### config.mk
export PLATFORM = sky130hd
export DESIGN_NAME = config_status_chain_pins
export DESIGN_NICKNAME = d
export VERILOG_FILES = /design/src/hw/cfg_status_pkg.sv /design/src/hw/config_status_chain_pins.sv
export SDC_FILE = /design/constraint.sdc
export NUM_CORES = 1
export LEC_CHECK = 0
export ABC_AREA = 0
export BUFFER_PORTS_ARGS = -buffer_cell sky130_fd_sc_hd__buf_2
export CAP_MARGIN = 20
export CELL_PAD_IN_SITES_DETAIL_PLACEMENT = 1
export CELL_PAD_IN_SITES_GLOBAL_PLACEMENT = 1
export CORE_MARGIN = 5
export CORE_UTILIZATION = 47
export DETAILED_ROUTE_END_ITERATION = 6
export PLACE_DENSITY_LB_ADDON = 0.1
export SLEW_MARGIN = 20
export SYNTH_ARGS = -nofsm -noshare
export SYNTH_HDL_FRONTEND = slang
export SYNTH_SLANG_ARGS = --single-unit
### constraint.sdc
create_clock -name i_clk -period 1.75 [get_ports i_clk]
set_clock_uncertainty 0.1 [all_clocks]
set_input_delay 0.175 -clock i_clk [delete_from_list [all_inputs] [get_ports i_clk]]
set_output_delay 0.175 -clock i_clk [all_outputs]
set_load 0.005 [all_outputs]
### src/hw/cfg_status_pkg.sv
// Purpose: shared constants for the configuration status and chain block
// Assumes: 40 MHz system clock
// Notes: timing figures kept in their own unit, cycle counts derived
package cfg_status_pkg;
	localparam int CLK_MHZ = 40;
	// power-on reset hold time, microseconds
	localparam int POR_TIME_US = 12;
	localparam int POR_CYCLES = POR_TIME_US * CLK_MHZ;
	// bits of configuration data expected per image
	localparam int CFG_BITS = 1024;
	// initialization cycles after the done line reads high
	localparam int INIT_CYCLES = 16;
	localparam int CNT_W = 16;
	// serial read command shifted out to the memory, msb first
	localparam logic [7:0] READ_CMD = 8'h03;
	localparam int CMD_BITS = 8;
	typedef enum logic [2:0] {
		ST_POR,
		ST_WAIT_REQ,
		ST_LOAD,
		ST_INIT,
		ST_USER,
		ST_ERROR
	} phase_type;
endpackage : cfg_status_pkg

### src/hw/config_status_chain_pins.sv
// Purpose: configuration status lines, chain enable and serial read control
// Assumes: open-drain lines pulled high outside; i_clk is 40 MHz
// Notes: open-drain pins are a sampled input plus an enable that is low while driving
// How it works
// - the done line is driven low from reset and all through data loading.
// - after every bit arrives without error and init begins, the done line is released.
// - the done line is read back and only when it reads high does init finish into user mode.
// - once in user mode a low done line changes nothing.
// - configuration is taken only while the chain enable input is low, and it gates loading.
// - the chain enable output goes low once this device is configured.
// - in active serial mode the data-out control line shifts the read command to the memory.
// - the status line is held low until power-on reset expires, then released.
// - release of the status line starts a configuration attempt that runs to configured.
// - while power-on reset has not tripped the status line stays driven low.
// - a low request in user mode clears configuration, resets and tri-states io; high restarts.
// - with the request input high, an error in load or a foreign status low in init pulls the status line low.
// - the status line driven low by others during load or init causes an error.
`timescale 1ns/1ps
`default_nettype none
module config_status_chain_pins #(
	parameter int POR_CYCLES = cfg_status_pkg::POR_CYCLES,
	parameter int CFG_BITS = cfg_status_pkg::CFG_BITS,
	parameter int INIT_CYCLES = cfg_status_pkg::INIT_CYCLES
) (
	input wire logic i_clk,
	input wire logic i_reset_n,
	input wire logic i_clk_en,
	input wire logic i_active_serial_mode,
	input wire logic i_cfg_request_n,
	input wire logic i_chain_enable_n,
	input wire logic i_data_bit_valid,
	input wire logic i_data_error,
	input wire logic i_status_line,
	output logic o_status_line_oe_n,
	input wire logic i_config_complete_flag,
	output logic o_config_complete_flag_oe_n,
	output logic o_chain_enable_n,
	output logic o_serial_cfg_data_out,
	output logic o_user_mode,
	output logic o_io_tristate
);
	// ----------------------------------------
	// reset release and pin synchronisers
	// ----------------------------------------
	logic [1:0] rst_sync;
	logic reset_n;
	always_ff @(posedge i_clk or negedge i_reset_n) begin
		if (!i_reset_n) begin
			rst_sync <= 2'h0;
		end else begin
			rst_sync <= {rst_sync[0], 1'b1};
		end
	end
	assign reset_n = rst_sync[1];

	// two stages per outside pin; only stage two is read
	localparam int NPIN = 6;
	// idle levels: all pins high except the error pin, so reset shows no false error
	localparam logic [NPIN-1:0] PIN_IDLE = 6'h3e;
	logic [NPIN-1:0] pin_raw;
	logic [NPIN-1:0] pin_s1;
	logic [NPIN-1:0] pin_s2;
	assign pin_raw = {i_active_serial_mode, i_cfg_request_n, i_chain_enable_n,
		i_status_line, i_config_complete_flag, i_data_error};
	always_ff @(posedge i_clk or negedge reset_n) begin
		if (!reset_n) begin
			pin_s1 <= PIN_IDLE;
			pin_s2 <= PIN_IDLE;
		end else if (i_clk_en) begin
			pin_s1 <= pin_raw;
			pin_s2 <= pin_s1;
		end
	end
	logic as_mode;
	logic req_n;
	logic ce_n;
	logic status_in;
	logic done_in;
	logic err_in;
	assign {as_mode, req_n, ce_n, status_in, done_in, err_in} = pin_s2;
	logic err_pin_prev;

	// counter end points, cut to the counter width on purpose
	localparam int CW = cfg_status_pkg::CNT_W;
	localparam logic [CW-1:0] POR_LAST = CW'(POR_CYCLES - 1);
	localparam logic [CW-1:0] LOAD_END = CW'(CFG_BITS);
	localparam logic [CW-1:0] INIT_LAST = CW'(INIT_CYCLES - 1);
	localparam logic [3:0] CMD_END = 4'(cfg_status_pkg::CMD_BITS);

	// ----------------------------------------
	// state
	// ----------------------------------------
	typedef struct packed {
		cfg_status_pkg::phase_type phase;
		logic [cfg_status_pkg::CNT_W-1:0] count;
		logic [3:0] cmd_idx;
		logic status_drive;
		logic done_drive;
		logic chain_n;
		logic sdo;
		logic err_seen;
	} state_type;
	state_type st;
	state_type next_st;

	// error source: data error pin (already sampled) or the status line pulled
	// low by someone else while we are not driving it
	function automatic logic foreign_low(input logic drv, input logic line);
		foreign_low = !drv && !line;
	endfunction : foreign_low

	// next-state logic
	always_comb begin
		next_st = st;
		next_st.sdo = 1'b1;
		unique case (st.phase)
			cfg_status_pkg::ST_POR: begin
				next_st.status_drive = 1'b1;
				next_st.done_drive = 1'b1;
				next_st.chain_n = 1'b1;
				if (st.count >= POR_LAST) begin
					next_st.status_drive = 1'b0;
					next_st.count = '0;
					next_st.phase = cfg_status_pkg::ST_WAIT_REQ;
				end else begin
					next_st.count = st.count + 1'b1;
				end
			end
			cfg_status_pkg::ST_WAIT_REQ: begin
				next_st.done_drive = 1'b1;
				next_st.count = '0;
				next_st.cmd_idx = '0;
				// start only with request high, status released high, enable low
				if (req_n && status_in && !ce_n) begin
					next_st.phase = cfg_status_pkg::ST_LOAD;
					next_st.err_seen = 1'b0;
				end
			end
			cfg_status_pkg::ST_LOAD: begin
				next_st.done_drive = 1'b1;
				if (as_mode && st.cmd_idx < CMD_END) begin
					// shift out the read command, msb first
					next_st.sdo = cfg_status_pkg::READ_CMD[3'(7 - st.cmd_idx)];
					next_st.cmd_idx = st.cmd_idx + 1'b1;
				end else if (i_data_bit_valid && !ce_n) begin
					next_st.count = st.count + 1'b1;
				end
				if (err_pin_prev || foreign_low(st.status_drive, status_in)) begin
					next_st.phase = cfg_status_pkg::ST_ERROR;
				end else if (!req_n) begin
					next_st.phase = cfg_status_pkg::ST_WAIT_REQ;
				end else if (st.count >= LOAD_END) begin
					next_st.done_drive = 1'b0;
					next_st.count = '0;
					next_st.phase = cfg_status_pkg::ST_INIT;
				end
			end
			cfg_status_pkg::ST_INIT: begin
				next_st.done_drive = 1'b0;
				if (foreign_low(st.status_drive, status_in)) begin
					next_st.phase = cfg_status_pkg::ST_ERROR;
				end else if (!req_n) begin
					next_st.phase = cfg_status_pkg::ST_WAIT_REQ;
					next_st.done_drive = 1'b1;
				end else if (done_in) begin
					if (st.count >= INIT_LAST) begin
						next_st.phase = cfg_status_pkg::ST_USER;
						next_st.chain_n = 1'b0;
					end else begin
						next_st.count = st.count + 1'b1;
					end
				end
			end
			cfg_status_pkg::ST_USER: begin
				// done and status lines are ignored here
				next_st.done_drive = 1'b0;
				if (!req_n) begin
					next_st.phase = cfg_status_pkg::ST_WAIT_REQ;
					next_st.chain_n = 1'b1;
					next_st.done_drive = 1'b1;
					next_st.count = '0;
				end
			end
			cfg_status_pkg::ST_ERROR: begin
				next_st.status_drive = 1'b1;
				next_st.err_seen = 1'b1;
				next_st.done_drive = 1'b1;
				next_st.chain_n = 1'b1;
				// a fresh request pulse clears the error
				if (!req_n) begin
					next_st.status_drive = 1'b0;
					next_st.phase = cfg_status_pkg::ST_WAIT_REQ;
				end
			end
			default: begin
				next_st.phase = cfg_status_pkg::ST_POR;
			end
		endcase
	end

	// state register, frozen while the clock enable is low
	always_ff @(posedge i_clk or negedge reset_n) begin
		if (!reset_n) begin
			st <= '{phase: cfg_status_pkg::ST_POR, count: '0, cmd_idx: '0,
				status_drive: 1'b1, done_drive: 1'b1, chain_n: 1'b1, sdo: 1'b1,
				err_seen: 1'b0};
			err_pin_prev <= 1'b0;
		end else if (i_clk_en) begin
			st <= next_st;
			err_pin_prev <= err_in;
		end
	end

	// ----------------------------------------
	// outputs
	// ----------------------------------------
	assign o_status_line_oe_n = !st.status_drive;
	assign o_config_complete_flag_oe_n = !st.done_drive;
	assign o_chain_enable_n = st.chain_n;
	assign o_serial_cfg_data_out = st.sdo;
	assign o_user_mode = (st.phase == cfg_status_pkg::ST_USER);
	assign o_io_tristate = (st.phase != cfg_status_pkg::ST_USER);
endmodule : config_status_chain_pins
`default_nettype wire

==> flow_metrics.env <==
export IMPL_rsz0062_at_grt="yes"
export IMPL_setup_ws_ns=-0.678
export IMPL_wl_per_cell_um=34.8
export IMPL_critPathKind="flop to flop"
export IMPL_io_pins=16
export IMPL_fin_tns_setup_ns=-12.67
export IMPL_clk_pin_slew_ns=0.10
export IMPL_port_buffer_count=15
export IMPL_final_hold_viol_count=0
export IMPL_ys_flop_type="dfrtp_1"
export IMPL_htreeDepth=2
export IMPL_vias=3292
export IMPL_synthArstFlopShare_pct=100
export IMPL_synth_avg_cell_area_um2=9.41
export IMPL_maxCapViolations=0
export IMPL_synth_seq_cells=42
export IMPL_p_sw_share_pct=45.8
export IMPL_ys_top_cells_by_area="dfrtp_1 (28%), dfstp_2 (15%), mux2_2 (5.0%), o21ai_0 (4.8%), nand2_1 (3.3%)"
export IMPL_grt_pass1_vias=3197
export IMPL_antenna_cells=0
export IMPL_ant_nets=0
export IMPL_r2r_end="st[24]"
export IMPL_drt_iter0_drc=481
export IMPL_ir_drop_v=0.000835
export IMPL_crit_cells=7
export IMPL_cts_sinks=42
export IMPL_leakage_nw=1.70
export IMPL_fin_crit_ns=2.43
export IMPL_crit_path_max_incr_delay_ns=0.45
export IMPL_routabilityCongestion=0.884
export IMPL_status="finished, violations left"
export IMPL_path_buf_inv=1
export IMPL_synth_net_count=278
export IMPL_violations="setup timing"
export IMPL_coreArea_mm2=0.00514
export IMPL_viasPerCell=7.53
export IMPL_p_int_mw=2.86
export IMPL_syn_cell_area_mm2=0.00249
export IMPL_p_clk_share_pct=15.9
export IMPL_critPathLaunch="st[17]"
export IMPL_postSynthCellCount=265
export IMPL_p_seq_share_pct=26.5
export IMPL_power_frac_comb_pct=57.7
export IMPL_crit_end="st[24]"
export IMPL_wl_mm=15.2
export IMPL_critPathMaxFanout=9
export IMPL_critical_path_required_ns=1.85
export IMPL_dr_pass1_iters=6
export IMPL_final_setup_viol_count=26
export IMPL_cts_buffers=5
export IMPL_antenna_found_initial=0
export IMPL_start_kind="flop"
export IMPL_ff2ff_path_depth=7
export IMPL_fmax_ghz=0.412
export IMPL_maxSlewViolCount=0
export IMPL_overflow=0
export IMPL_synth_top_cell_area_share_pct=28.1
export IMPL_die_w_um=82.9
export IMPL_syn_to_final_growth_pct=52.0
export IMPL_endpoint_kind="flop"
export IMPL_synth_edff_count=0
export IMPL_cp_cell_sequence="buf_4, and4_1, nand3_1, nor2_1, and3_2, o21ai_2, a21o_1"
export IMPL_hold_path_class="primary input to flop"
export IMPL_cts_tree="built"
export IMPL_drc=0
export IMPL_r2r_start="st[17]"
export IMPL_initial_core_util_pct=48.5
export IMPL_die_area_mm2=0.00686
export IMPL_rows=26
export IMPL_fin_cells=437
export IMPL_synth_area_leader_cell="dfrtp_1"
export IMPL_final_nets=379
export IMPL_die_height_um=82.9
export IMPL_cellPowerDensity_mw_per_mm2=1400
export IMPL_gr_usage_all_layers_pct=36.2
export IMPL_arrival_ns=2.53
export IMPL_fin_crit_sh_pct=139
export IMPL_cts_root_buf="clkbuf_8"
export IMPL_hpwl_mm=6.08
export IMPL_insertion_delay_ns=0.32
export IMPL_grt_max_degree=25
export IMPL_p_switching_mw=2.42
export IMPL_cp_top_family="simple AND/OR/NAND/NOR gates"
export IMPL_cp_slowest_cell="dfrtp_1"
export IMPL_yosysSeqAreaShare_pct=42.8
export IMPL_clockBufferDepth=2
export IMPL_yosys_cell_types_count=64
export IMPL_yosysWarnings=0
export IMPL_grt_pass1_wl_mm=19.1
export IMPL_drive_gt1_share_pct=55.9
export IMPL_r2r_slack_ns=-0.68
export IMPL_dp_cells=409
-- layout make-up --
cell class | instances | area (um^2)
repair buffers | 109 | 833
fillers | 545 | 1350
well taps | 70 | 87.6
flip-flops and latches | 42 | 1070
inverters | 13 | 51.3
multi-input cells | 195 | 1630
clock buffers | 5 | 68.8
clock inverters | 3 | 45.0
-- layout by cell type, fill, tap and decap left out, types with 4 or more instances in the layout --
cell      count
o21ai_1      10
dfrtp_2       4
nand2_2       6
nor4_4        4
buf_4        86
buf_2        14
o21ai_2       5
a21oi_1       8
inv_1        11
dfrtp_1      24
nand2b_1      4
nand3_1       7
a41oi_1       5
dfstp_2      14
nand2_1      17
o21ai_0      11
clkbuf_8      5
buf_6         6
nor2_1       14
mux2_2       11
-- registers in the layout, indices dropped and copies added (netlist names) --
name / cells
pin_s1: 6
pin_s2: 6
err_pin_prev: 1
rst_sync: 2
st: 25
o_serial_cfg_data_out: 1
o_chain_enable_n: 1
-- through the flow --
stage	hold WS (ns)	total power [mW]	setup WS (ns)	utilization [%]	instance area, um^2
after global routing	-0.00923	5.36	-0.680	73.8	3790
final	0.00913	5.29	-0.678	73.8	3790
after floorplan	-0.221	2.56	-0.256	-	2610
after global placement	-0.140	3.34	-0.383	63.3	3250
after CTS	0.00328	4.60	-0.486	70.0	3600
after detailed placement	-0.135	3.44	-0.460	63.3	3250
-- synth_stat cells (2+ instances only) --
master and number:
o21bai_1 2, o22ai_1 3, nor2b_1 2, a22o_1 2
o211ai_2 2, a41oi_1 7, o41ai_1 4, nand2_1 22
nor3b_1 2, nand3_1 8, nor3_1 6, mux2_2 11
a21o_1 3, dfrtp_1 28, and3_1 4, buf_1 2
a22oi_1 3, o21a_1 4, o21ai_0 24, or3_1 4
o21ai_1 3, a21oi_1 11, nand2b_1 5, ha_1 3
clkbuf_1 7, inv_1 13, buf_2 4, o31ai_1 4
nor2_1 17, a211oi_1 3, a31oi_1 3, nor4_1 4
dfstp_2 14
-- worst min-delay path by stage --
| stage | start | to | slack, ns | cells after the start |
|---|---|---|---|---|
| after floorplan | i_reset_n | rst_sync[0] | -0.22 | 0 |
| final | i_chain_enable_n | pin_s1[3] | 0.009 | 2 |
| after CTS | i_active_serial_mode | pin_s1[5] | 0.003 | 2 |
| after global routing | i_active_serial_mode | pin_s1[5] | -0.009 | 2 |
| after global placement | i_reset_n | rst_sync[0] | -0.14 | 1 |
| after detailed placement | i_reset_n | rst_sync[0] | -0.14 | 1 |
-- metal layers --
metal  GRT usage, %  part of all wire [%]  vias to the layer above
met5              0                     0                        -
met4           21.2                    11                        0
met3           7.43                    12                      150
met2           60.1                    44                      369
met1           43.1                    33                     1590
li1               -                     -                     1183
-- kinds of logic after synthesis --
kind of cell / share of synthesized area (%)
mux: 5.37
xor+xnor: 0.702
buf+inv: 4.76
fa+ha+maj: 1.50
simple gates: 20.0
other cells: 0.150
flops: 42.8
compound gates: 24.7
-- power by group through the flow --
stage,combinational [mW],clock [mW],sequential [mW]
2_1_floorplan,1.26,0,1.29
3_3_place_gp,1.99,0,1.35
3_5_place_dp,2.07,0,1.37
4_1_cts,2.44,0.803,1.35
5_1_grt,3.09,0.878,1.39
6_report,3.05,0.839,1.40
-- timing repair --
item / 4_1_cts / 5_1_grt
resized for setup: 34 / 29
hold buffers: 1 / 0
endpoints found under the hold margin: 2 / 0
endpoints found under the setup margin: 26 / 28
pin swaps: 3 / 12
buffers inserted: 10 / 12
cloned: 0 / 0
Note: power is estimated with default switching activity, not from simulation.
